$ cat config.mk
export PLATFORM = sky130hd
export DESIGN_NAME = supply_supervisor_watchdog
export DESIGN_NICKNAME = d
export VERILOG_FILES = /design/src/hdl/supervisor_pkg.sv /design/src/hdl/supply_supervisor_watchdog.sv /design/src/hdl/wd_timer.sv
export SDC_FILE = /design/constraint.sdc
export NUM_CORES = 1
export LEC_CHECK = 0
export ABC_AREA = 0
export BUFFER_PORTS_ARGS = -buffer_cell sky130_fd_sc_hd__buf_2
export CORE_ASPECT_RATIO = 0.5
export CORE_MARGIN = 2
export CORE_UTILIZATION = 60
export DETAILED_ROUTE_END_ITERATION = 6
export HOLD_SLACK_MARGIN = 0.05
export PLACE_DENSITY = 0.92
export SYNTH_ARGS = -nofsm -noshare
export SYNTH_HDL_FRONTEND = slang
export SYNTH_SLANG_ARGS = --single-unit
$ cat constraint.sdc
create_clock -name sys_clk_i -period 7.8 [get_ports sys_clk_i]
set_input_delay 0.78 -clock sys_clk_i [delete_from_list [all_inputs] [get_ports sys_clk_i]]
set_output_delay 0.78 -clock sys_clk_i [all_outputs]
set_load 0.05 [all_outputs]
$ cat src/hdl/supervisor_pkg.sv
// Shared constants and types for the supply supervisor and watchdog.
// Assumes a 20 MHz free-running clock and an APB master for software access.
// Operation
// RULE1 - Aux fail output low while aux input low
// RULE2 - Watchdog fault low after kick stuck timeout
// RULE3 - Fault stays low until next kick edge
// RULE4 - Floating kick disables watchdog, fault high
// RULE5 - Fault output high while reset asserted
// RULE6 - Manual reset low holds reset, plus stretch
// RULE7 - Unconnected manual reset reads inactive high
// RULE8 - Reset low on low supply or manual
// RULE9 - High reset is inverse of low reset
// RULE10 - Low-line warning low near reset level
// RULE11 - Disabled gate forces chip enable high
// RULE12 - Backup cell chosen below threshold and cell
// RULE13 - Backup active output follows supply selection
// RULE14 - Backup good follows cell comparator
// RULE15 - New dip during stretch restarts timer
// RULE16 - Kick edge clears timer, reset holds cleared
// RULE17 - Gate disabled during reset, enabled after; code keeps it closed after reset while the CTRL_CE_OFF bit is set
// RULE18 - Timeouts are parameterised clock cycle counts
// RULE19 - Kick and manual reset synchronised first
`default_nettype none
package supervisor_pkg;

    // =========================================================
    // Timing
    localparam int unsigned CLK_HZ = 20_000_000;
    localparam int unsigned STRETCH_MS = 200;
    localparam int unsigned WD_TIMEOUT_MS = 1600;
    localparam int unsigned STRETCH_CYC = CLK_HZ / 1000 * STRETCH_MS;
    localparam int unsigned WD_CYC = CLK_HZ / 1000 * WD_TIMEOUT_MS;
    localparam int unsigned CNT_W = 26;

    // =========================================================
    // Register offsets (byte addresses)
    localparam logic [7:0] CTRL_OFS = 8'h00;
    localparam logic [7:0] STATUS_OFS = 8'h04;
    localparam logic [7:0] EVT_STAT_OFS = 8'h08;
    localparam logic [7:0] EVT_CLR_OFS = 8'h0c;
    localparam logic [7:0] EVT_EN_OFS = 8'h10;

    // Control fields
    localparam int unsigned CTRL_CE_OFF = 0;
    localparam logic CTRL_RST = 1'b0;

    // Event fields
    localparam int unsigned EVT_W = 5;
    localparam int unsigned EVT_RESET = 0;
    localparam int unsigned EVT_WD = 1;
    localparam int unsigned EVT_AUX = 2;
    localparam int unsigned EVT_LOW = 3;
    localparam int unsigned EVT_BACKUP = 4;
    localparam logic [4:0] EVT_RST = 5'h00;

    // Status width
    localparam int unsigned STATUS_W = 6;

    // =========================================================
    // Pin inputs, digitised comparators first
    typedef struct packed {
        logic below_reset;     // Supply below reset level
        logic near_reset;      // Supply at low-line level
        logic aux_below;       // Aux input below threshold
        logic cell_good;       // Backup cell above threshold
        logic main_above_cell; // Supply above backup cell
        logic manual_reset_n;  // Manual reset, active low
        logic kick;            // Watchdog kick level
        logic kick_float;      // Kick pin seen floating
        logic ce_n;            // Chip enable to gate
    } pin_in_t;

    // Power-up view: in reset, supply on main, inputs idle
    localparam logic [8:0] PIN_RST = 9'h119;

    // Reset sequencer states
    typedef enum logic [1:0] {
        RST_HOLD = 2'b00,
        RST_STRETCH = 2'b01,
        RST_RUN = 2'b10
    } rst_state_t;

    // Watchdog states
    typedef enum logic [1:0] {
        WD_OFF = 2'b00,
        WD_COUNT = 2'b01,
        WD_FAULT = 2'b10
    } wd_state_t;

endpackage
`default_nettype wire

$ cat src/hdl/supply_supervisor_watchdog.sv
// Supply supervisor: reset stretch, watchdog, backup switch and CE gating.
// Assumes digitised comparator results on pins and an APB master.
//
// Register access over APB and the placing of the registers were decided locally.
`timescale 1ns/1ns
`default_nettype none
module supply_supervisor_watchdog #(
    parameter int unsigned STRETCH_CYCLES = supervisor_pkg::STRETCH_CYC,
    parameter int unsigned WATCHDOG_CYCLES = supervisor_pkg::WD_CYC
) (
    // Clock and reset
    input wire logic sys_clk_i,
    input wire logic resetn_i,
    // Comparator results and pins
    input wire supervisor_pkg::pin_in_t pins_i,
    // Reset and watchdog outputs
    output logic reset_n_o,
    output logic reset_o,
    output logic watchdog_fault_output_o,
    // Warning and backup outputs
    output logic aux_power_fail_output_o,
    output logic low_line_n_o,
    output logic backup_active_o,
    output logic backup_good_o,
    // Gated chip enable
    output logic chip_enable_n_o,
    // Interrupt
    output logic irq_o,
    // APB slave
    input wire logic psel_i,
    input wire logic penable_i,
    input wire logic pwrite_i,
    input wire logic [7:0] paddr_i,
    input wire logic [31:0] pwdata_i,
    output logic [31:0] prdata_o,
    output logic pready_o,
    output logic pslverr_o
);
    import supervisor_pkg::*;

    // =========================================================
    // Helpers

    // Address maps to a register
    function automatic logic reg_hit(input logic [7:0] a);
        reg_hit = (a == CTRL_OFS) || (a == STATUS_OFS) || (a == EVT_STAT_OFS)
            || (a == EVT_CLR_OFS) || (a == EVT_EN_OFS);
    endfunction

    // =========================================================
    // Reset release
    logic rst_meta_q; // First release stage
    logic rst_n_q; // Released reset for the design

    // Two-stage release, assert at once
    always_ff @(posedge sys_clk_i or negedge resetn_i) begin
        if (!resetn_i) begin
            rst_meta_q <= 1'b0;
            rst_n_q <= 1'b0;
        end else begin
            rst_meta_q <= 1'b1;
            rst_n_q <= rst_meta_q;
        end
    end

    // =========================================================
    // Input synchroniser
    pin_in_t s1_q, s2_q, s3_q; // Three-stage chain
    pin_in_t in_q, in_d; // Accepted levels

    // RULE19 accept when stages agree
    always_comb begin
        in_d = (~(s2_q ^ s3_q) & s3_q) | ((s2_q ^ s3_q) & in_q);
    end

    // RULE7 manual reset idles high
    always_ff @(posedge sys_clk_i or negedge rst_n_q) begin
        if (!rst_n_q) begin
            s1_q <= PIN_RST;
            s2_q <= PIN_RST;
            s3_q <= PIN_RST;
            in_q <= PIN_RST;
        end else begin
            s1_q <= pins_i;
            s2_q <= s1_q;
            s3_q <= s2_q;
            in_q <= in_d;
        end
    end

    // =========================================================
    // Reset sequencer
    rst_state_t rst_state_q, rst_state_d; // Sequencer state
    logic [CNT_W-1:0] stretch_q, stretch_d; // Stretch cycles
    logic cause; // Any reset cause present
    logic reset_act; // Reset outputs asserted

    // RULE6 RULE8 causes of reset
    assign cause = in_q.below_reset || !in_q.manual_reset_n;

    // Next state of sequencer
    always_comb begin
        rst_state_d = rst_state_q;
        stretch_d = '0;
        case (rst_state_q)
            // Held while a cause stands
            RST_HOLD: begin
                if (!cause) begin
                    rst_state_d = RST_STRETCH;
                end
            end
            // RULE15 RULE18 stretch then release
            RST_STRETCH: begin
                if (cause) begin
                    rst_state_d = RST_HOLD;
                end else if (stretch_q == CNT_W'(STRETCH_CYCLES - 1)) begin
                    rst_state_d = RST_RUN;
                end else begin
                    stretch_d = stretch_q + 1'b1;
                end
            end
            // Running until a new cause
            RST_RUN: begin
                if (cause) begin
                    rst_state_d = RST_HOLD;
                end
            end
            default: begin
                rst_state_d = RST_HOLD;
            end
        endcase
    end

    // Registers only
    always_ff @(posedge sys_clk_i or negedge rst_n_q) begin
        if (!rst_n_q) begin
            rst_state_q <= RST_HOLD;
            stretch_q <= '0;
        end else begin
            rst_state_q <= rst_state_d;
            stretch_q <= stretch_d;
        end
    end

    // RULE9 outputs strictly inverse
    assign reset_act = (rst_state_q != RST_RUN);
    assign reset_n_o = !reset_act;
    assign reset_o = reset_act;

    // =========================================================
    // Watchdog
    logic wd_fault_n; // Fault, active low

    // RULE16 held clear in reset
    wd_timer #(
        .LIMIT(WATCHDOG_CYCLES)
    ) u_wd (
        .clk_i(sys_clk_i),
        .rst_n_i(rst_n_q),
        .kick_i(in_q.kick),
        .float_i(in_q.kick_float),
        .hold_i(reset_act),
        .fault_n_o(wd_fault_n)
    );

    assign watchdog_fault_output_o = wd_fault_n;

    // =========================================================
    // Warning, backup and gate outputs
    logic ctrl_ce_off_q, ctrl_ce_off_d; // Software gate off
    logic gate_en_q, gate_en_d; // Chip enable gate open
    logic ce_q, ce_d; // Gated chip enable
    logic aux_fail_q, aux_fail_d; // Aux fail warning
    logic low_q, low_d; // Low-line warning
    logic backup_on_q, backup_on_d; // Backup selected
    logic backup_ok_q, backup_ok_d; // Backup good

    // Next output levels
    always_comb begin
        // RULE1 aux fail follows comparator
        aux_fail_d = !in_q.aux_below;
        // RULE10 low-line follows comparator
        low_d = !in_q.near_reset;
        // RULE12 RULE13 backup selection
        backup_on_d = in_q.below_reset && !in_q.main_above_cell;
        // RULE14 cell good flag
        backup_ok_d = in_q.cell_good;
        // RULE17 gate only outside reset
        gate_en_d = !reset_act && !ctrl_ce_off_q;
        // RULE11 force inactive when closed
        ce_d = gate_en_q ? in_q.ce_n : 1'b1;
    end

    // Registers only
    always_ff @(posedge sys_clk_i or negedge rst_n_q) begin
        if (!rst_n_q) begin
            aux_fail_q <= 1'b1;
            low_q <= 1'b1;
            backup_on_q <= 1'b0;
            backup_ok_q <= 1'b0;
            gate_en_q <= 1'b0;
            ce_q <= 1'b1;
        end else begin
            aux_fail_q <= aux_fail_d;
            low_q <= low_d;
            backup_on_q <= backup_on_d;
            backup_ok_q <= backup_ok_d;
            gate_en_q <= gate_en_d;
            ce_q <= ce_d;
        end
    end

    assign aux_power_fail_output_o = aux_fail_q;
    assign low_line_n_o = low_q;
    assign backup_active_o = backup_on_q;
    assign backup_good_o = backup_ok_q;
    assign chip_enable_n_o = ce_q;

    // =========================================================
    // Events and interrupt
    logic [EVT_W-1:0] lvl; // Event levels
    logic [EVT_W-1:0] prev_q, prev_d; // Levels last cycle
    logic [EVT_W-1:0] stat_q, stat_d; // Sticky status
    logic [EVT_W-1:0] en_q, en_d; // Interrupt enables
    logic [EVT_W-1:0] clr; // Clear strobe
    logic irq_q, irq_d; // Registered interrupt
    logic wr_acc; // APB write taken

    // Rising edges of these levels are events
    always_comb begin
        lvl = '0;
        lvl[EVT_RESET] = reset_act;
        lvl[EVT_WD] = !wd_fault_n;
        lvl[EVT_AUX] = !aux_fail_q;
        lvl[EVT_LOW] = !low_q;
        lvl[EVT_BACKUP] = backup_on_q;
    end

    assign wr_acc = psel_i && penable_i && pwrite_i;
    assign clr = (wr_acc && paddr_i == EVT_CLR_OFS) ? pwdata_i[EVT_W-1:0] : '0;

    // Set wins over a clear in the same cycle
    always_comb begin
        prev_d = lvl;
        stat_d = (stat_q & ~clr) | (lvl & ~prev_q);
        en_d = (wr_acc && paddr_i == EVT_EN_OFS) ? pwdata_i[EVT_W-1:0] : en_q;
        ctrl_ce_off_d = (wr_acc && paddr_i == CTRL_OFS) ? pwdata_i[CTRL_CE_OFF]
            : ctrl_ce_off_q;
        irq_d = |(stat_q & en_q);
    end

    // Registers only
    always_ff @(posedge sys_clk_i or negedge rst_n_q) begin
        if (!rst_n_q) begin
            prev_q <= EVT_RST;
            stat_q <= EVT_RST;
            en_q <= EVT_RST;
            ctrl_ce_off_q <= CTRL_RST;
            irq_q <= 1'b0;
        end else begin
            prev_q <= prev_d;
            stat_q <= stat_d;
            en_q <= en_d;
            ctrl_ce_off_q <= ctrl_ce_off_d;
            irq_q <= irq_d;
        end
    end

    assign irq_o = irq_q;

    // =========================================================
    // APB read side
    logic [31:0] rdata_q, rdata_d; // Read data
    logic err_q, err_d; // Unmapped access

    // Loaded in setup cycle, held through access
    always_comb begin
        rdata_d = rdata_q;
        err_d = err_q;
        if (psel_i && !penable_i) begin
            err_d = !reg_hit(paddr_i);
            rdata_d = '0;
            case (paddr_i)
                CTRL_OFS: rdata_d[CTRL_CE_OFF] = ctrl_ce_off_q;
                STATUS_OFS: rdata_d[STATUS_W-1:0] = {backup_ok_q, backup_on_q, low_q,
                    aux_fail_q, wd_fault_n, reset_n_o};
                EVT_STAT_OFS: rdata_d[EVT_W-1:0] = stat_q;
                EVT_EN_OFS: rdata_d[EVT_W-1:0] = en_q;
                default: rdata_d = '0;
            endcase
        end
    end

    // Registers only
    always_ff @(posedge sys_clk_i or negedge rst_n_q) begin
        if (!rst_n_q) begin
            rdata_q <= '0;
            err_q <= 1'b0;
        end else begin
            rdata_q <= rdata_d;
            err_q <= err_d;
        end
    end

    assign prdata_o = rdata_q;
    assign pready_o = 1'b1;
    assign pslverr_o = psel_i && penable_i && err_q;
endmodule
`default_nettype wire

$ cat src/hdl/wd_timer.sv
// Watchdog timer: faults when the kick level stands still too long.
// Assumes kick and float inputs already synchronised to clk_i.
`timescale 1ns/1ns
`default_nettype none
module wd_timer #(
    parameter int unsigned LIMIT = supervisor_pkg::WD_CYC
) (
    // Clock and reset
    input wire logic clk_i,
    input wire logic rst_n_i,
    // Conditions
    input wire logic kick_i,
    input wire logic float_i,
    input wire logic hold_i,
    // Fault, active low
    output logic fault_n_o
);
    import supervisor_pkg::*;

    wd_state_t state_q, state_d; // Timer state
    logic [CNT_W-1:0] cnt_q, cnt_d; // Elapsed cycles
    logic kick_prev_q; // Last kick level
    logic kick_edge; // Kick changed level

    // =========================================================
    // Next state
    assign kick_edge = kick_i ^ kick_prev_q;

    always_comb begin
        state_d = state_q;
        cnt_d = cnt_q;
        // RULE4 RULE16 disable and clear
        if (hold_i || float_i) begin
            state_d = WD_OFF;
            cnt_d = '0;
        end else begin
            case (state_q)
                // Hold or float just released: start counting
                WD_OFF: begin
                    state_d = WD_COUNT;
                    cnt_d = '0;
                end
                // RULE2 RULE18 timeout count
                WD_COUNT: begin
                    if (kick_edge) begin
                        cnt_d = '0;
                    end else if (cnt_q == CNT_W'(LIMIT - 1)) begin
                        state_d = WD_FAULT;
                        cnt_d = '0;
                    end else begin
                        cnt_d = cnt_q + 1'b1;
                    end
                end
                // RULE3 hold until edge
                WD_FAULT: begin
                    if (kick_edge) begin
                        state_d = WD_COUNT;
                    end
                end
                default: begin
                    state_d = WD_OFF;
                    cnt_d = '0;
                end
            endcase
        end
    end

    // Registers only
    always_ff @(posedge clk_i or negedge rst_n_i) begin
        if (!rst_n_i) begin
            state_q <= WD_OFF;
            cnt_q <= '0;
            kick_prev_q <= 1'b0;
        end else begin
            state_q <= state_d;
            cnt_q <= cnt_d;
            kick_prev_q <= kick_i;
        end
    end

    // RULE5 high unless faulted
    assign fault_n_o = (state_q != WD_FAULT);
endmodule
`default_nettype wire

* After elaboration in Yosys (flattened, before gate mapping)
Cells that the tools add are included.
Word-level totals: output and inout bits 43, bits of input ports 54, register bits after elaboration 125, word-level logic and storage cells 143
Operators by class: bitwise gates (word level) 12, add/subtract/negate cells 2, equality and inequality tests 19, muxes and demuxes 22, reduce and logical (&&, ||, !) cells 32
Operator list (count):
- $mux W26 | 6
- $add A26 B1 Y26 const B | 2
- $pmux W26 S2 | 1
- $eq A26 B22 Y1 const B | 1
- $eq A26 B25 Y1 const B | 1
- $and A9 B9 Y9 | 2
- $eq A8 B4 Y1 const B | 2
- $mux W2 | 8
- $and A5 B5 Y5 | 3
- $pmux W2 S3 | 2
- $pmux W4 S3 | 1
- $logic_not A1 Y1 | 11
- $not A5 Y5 | 2
- $logic_and A1 B1 Y1 | 9
- $not A9 Y9 | 1
- $or A9 B9 Y9 | 1
- $xor A9 B9 Y9 | 1
- $eq A8 B3 Y1 const B | 1
- $eq A8 B5 Y1 const B | 1
- $logic_not A8 Y1 | 1
- $ne A2 B2 Y1 const B | 4
- $logic_or A1 B1 Y1 | 6
- $ne A3 B1 Y1 const B | 2
- $ne A3 B3 Y1 const B | 2
- 11 further kinds | 16

* Logic depth before layout (Yosys ltp)
depth after elaboration 7, gate-level depth with buffers 8, mapped depth without buffers 6

* By module
Synthesis repeated with hierarchy kept, for this count alone.
Unflattened totals: cell total of the unflattened synthesis 513, area, all modules 5696.7 µm²
Modules (own cells, without submodules):
- supply_supervisor_watchdog | cells an instance 337, times used 1, sequential area each 2426.1 µm², area each 3998.8 µm²
- wd_timer | cells an instance 176, times used 1, sequential area each 725.7 µm², area each 1697.9 µm²

* Worst setup path before layout
Ideal clock, no wire load.
kind reg-to-output, from reg rst_state_q[0], to out reset_n_o, arrival time 1.337 ns, stages on the path, launching flop included 3, buffers on the path 0, data required time 7.020 ns, setup slack 5.683 ns, cell sequence dfrtp_1 > nand2b_1 > inv_1
On the way: cells in the longest elaborated chain, start to end 2
RTL lines:
- start, declared | RTL line supply_supervisor_watchdog.sv:93 | rst_state_t rst_state_q, rst_state_d;
- start signal, assigned | RTL line supply_supervisor_watchdog.sv:140 | rst_state_q <= rst_state_d;
- $ne A2 B2 Y1 | RTL line supply_supervisor_watchdog.sv:146 | assign reset_act = (rst_state_q != RST_RUN);
- via reset_o | RTL line supply_supervisor_watchdog.sv:18 | output logic reset_o,
- $logic_not A1 Y1 | RTL line supply_supervisor_watchdog.sv:147 | assign reset_n_o = !reset_act;
- end, declared | RTL line supply_supervisor_watchdog.sv:17 | output logic reset_n_o,
The timed path passes the listed nets, and every way through them passes these cells.

* Worst setup path in the final report
from reg stretch_q[0], to reg stretch_q[18]
On the way: cells in the longest elaborated chain, start to end 4, elaborated cells on any way between the ends 5, those cells by class add/sub: 1; eq/ne: 1; mux: 3
RTL lines:
- start, declared | RTL line supply_supervisor_watchdog.sv:94 | logic [CNT_W-1:0] stretch_q, stretch_d;
- start signal, assigned | RTL line supply_supervisor_watchdog.sv:141 | stretch_q <= stretch_d;
- $add A26 B1 Y26 or $eq A26 B22 Y1 (tied branches) | RTL line supply_supervisor_watchdog.sv:119, supply_supervisor_watchdog.sv:116
- $mux W26 * | RTL line supply_supervisor_watchdog.sv:116 | end else if (stretch_q == CNT_W'(STRETCH_CYCLES - 1)) begin
- $mux W26 * | RTL line supply_supervisor_watchdog.sv:114 | if (cause) begin
- $mux W26 * | RTL line supply_supervisor_watchdog.sv:105 | case (rst_state_q)
- via stretch_d[18] | RTL line supply_supervisor_watchdog.sv:94
Mark *: on every way through the listed nets, which the timed path passes. The rest lies on a longest branch. A chain may end at the register's enable or synchronous reset.

==> flow_summary.yaml <==
logic_synthesis:
  synth_ff_type: "dfrtp_1"
  synthDistinctLibCells: 55
  netlist_instances: 511
  synth_area_leader_cell: "dfrtp_1"
  ys_warn_count: 0
  yosys_register_bits: 125
  synth.most_common_cell: "dfrtp_1"
  yosysSeqAreaShare_pct: 56.98
  async_flop_share_pct: 100.0
  synth_commonest_cells: "dfrtp_1 (106), nand2_1 (46), nor2_1 (41)"
  synth_top_cell_area_share_pct: 47.95
  synthTopCellsByArea: "dfrtp_1 (48%), dfstp_2 (9.0%), buf_4 (3.8%), nand2_1 (3.1%), nor2_1 (2.8%)"
  syn_area_per_cell_sq_um: 10.82
  synth-edff-count: 0
  netlist_area_sq_mm: 0.005532
cts:
  ctsHoldBuffers: 0
  cts_sinks: 125
  cts-root-buf: "clkbuf_16"
  post-cts-setup-buffer-count: 0
  cts_tree: "built"
  ctsLongestPathBuffers: 2
  htreeDepth: 4
  cts_inserted_buffers: 17
  ctsResizeCount: 0
  clk_pin_slew_ns: 0.06
  insertion_delay_ns: 0.42
die:
  die_w_um: 139.8
  die-area_sq_mm: 0.01005
  ios: 97
  core_sq_mm: 0.008828
  initial_core_util_pct: 62.66
  die_h_um: 71.90
  rows: 24
finish:
  diodes: 0
  drive_gt1_share_pct: 20.10
  area_delta_synth_final_pct: 14.97
  stdcell_count: 689
  layout.nets: 616
  final_util_pct: 72.04
detailed_routing:
  drtPass1Iterations: 7
  drt_iter0_drc: 419
  via_per_inst: 6.090
  drc: 0
  final_antenna_net_count: 0
  wl_per_cell_um: 18.14
  vias: 4196
  drt_wl_total_mm: 12.50
worst_setup_path:
  rr_startpoint: "stretch_q[0]$_DFF_PN0_"
  critPathCaptureType: "flop"
  worstPathArrival_ns: 2.73
  cp_max_fo: 24
  crit_type: "flop to flop"
  startpoint_type: "flop"
  rr_worst_depth: 6
  required_ns: 8.05
  worstSetupStartpoint: "stretch_q[0]$_DFF_PN0_"
timing:
  setup_violations: 0
  relSlewSlack_pct: 40.88
  worst_slew_pin_slew_ns: 0.8795
  rsz0062_at_grt: "false"
  clock_skew_ns: 0.006226
  max_freq_mhz: 403.1
  finalSetupTns_ns: 0
  finalCritPeriodShare_pct: 31.81
  final-hold-violation-count: 0
  period_needed_ns: 2.481
  slew_viol_final: 0
global_route:
  gr-usage-all-layers_pct: 26.94
  antenna_found_initial: 0
  use_met3_pct: 7.195
  grt_use_met2_pct: 45.75
  grt_start_max_net_pins: 70
  grt.busiest_layer: "met2"
  grt_overflow: 0
  grt_pass1_vias: 4143
  grt_pass1_wl_mm: 20.84
  grtUsageMet1_pct: 32.86
outcome:
  status: "finished, final reports clean"
placed_design:
  dpl.hpwl_mm: 7.193
  gp_congestion: 0.8419
  io_buffers: 42
  dp_cells: 657
power_and_ir_drop:
  p_leak_nw: 2.742
  irDropWorstVdd_mv: 0.1918
  p_per_area_mw_per_mm2: 255.3
min_path:
  min_path_type: "input pin to async pin"
run:
  drv_cap: 0
cell families (layout without fill, tap and decap cells):
group	Yosys count	after routing	synth area share, %
flip-flops	125	125	56.98
multiplexers	7	7	1.402
XOR/XNOR	24	24	3.800
buffers and inverters	60	95	6.446
other	2	28	0.1358
AND/OR/NAND/NOR	191	191	18.46
adder cells (fa/ha/maj)	12	12	2.307
AO/OA/AOI/OAI	90	90	10.47
cell type report:
class / instances / area [sq um]
flip-flops and latches: 125 / 3156
inverters: 18 / 67.56
clock inverters: 15 / 211.5
clock buffers: 17 / 425.4
well taps: 117 / 146.4
repair buffers: 45 / 232.7
fillers: 540 / 2469
multi-input cells: 352 / 2121
layer usage:
layer | wire length [um] | up-vias
met4 | 403 | 0
li1 | - | 1843
met3 | 842 | 48
met2 | 6317 | 239
met1 | 4937 | 2066
met5 | 0 | -
worst max-delay path, cell delays in order, from the launching register on:
cell	delay, ns
dfrtp_1	0.39
ha_1	0.24
nand4_1	0.18
nor2_1	0.33
and4_1	0.31
or2_1	0.68
nor2_1	0.18
stage by stage:
step                setup slack [ns]  total power [mW]  instance area (sq um)  hold slack (ns)
floorplan                      4.093            0.7666                   5629           0.3312
global placement               5.408            0.7736                   5723           0.3320
detailed placement             5.323            0.7777                   5723           0.3347
CTS                            5.345             1.628                   6360           0.1268
global route                   5.155             1.672                   6360           0.1261
finish                         5.319             1.624                   6360           0.1367
sequential cells by signal, summed over array words and instances (netlist names), 2 cells and up, named ones only:
| name | flops |
|---|---|
| s2_q | 9 |
| prev_q | 5 |
| s1_q | 9 |
| prdata_o | 6 |
| s3_q | 9 |
| u_wd.cnt_q | 26 |
| stretch_q | 26 |
| en_q | 5 |
| rst_state_q | 2 |
| u_wd.state_q | 2 |
| stat_q | 5 |
cells in the final DEF (no fill, tap or decap), types with 11 or more instances in the layout:
cell type / instances
o21ai_0: 20
clkbuf_16: 17
inv_1: 18
dfrtp_1: 105
nand3_1: 29
nand2_1: 46
conb_1: 28
dfstp_2: 19
xor2_1: 14
buf_2: 42
nand4_1: 11
nor2_1: 41
a21oi_1: 19
a31oi_1: 19
worst paths after layout:
| kind | to | slack [ns] |
|---|---|---|
| min in group sys_clk_i | s2_q[7]$_DFF_PN0_ | 0.35 |
| worst min register to register | s2_q[7]$_DFF_PN0_ | 0.35 |
| worst max register to register | stretch_q[18]$_DFF_PN0_ | 5.32 |
| worst min-delay path | rst_n_q$_DFF_PN0_ | 0.14 |
| max in group asynchronous | u_wd.cnt_q[13]$_DFFE_PN0P_ | 6.08 |
| worst max-delay path | stretch_q[18]$_DFF_PN0_ | 5.32 |
power breakdown:
part / switching [mW] / internal, mW / total (mW)
Sequential: 0.0175 / 0.673 / 0.690
Combinational: 0.0619 / 0.0160 / 0.0780
Clock: 0.314 / 0.541 / 0.856
Note: power is estimated with default switching activity, not from simulation.
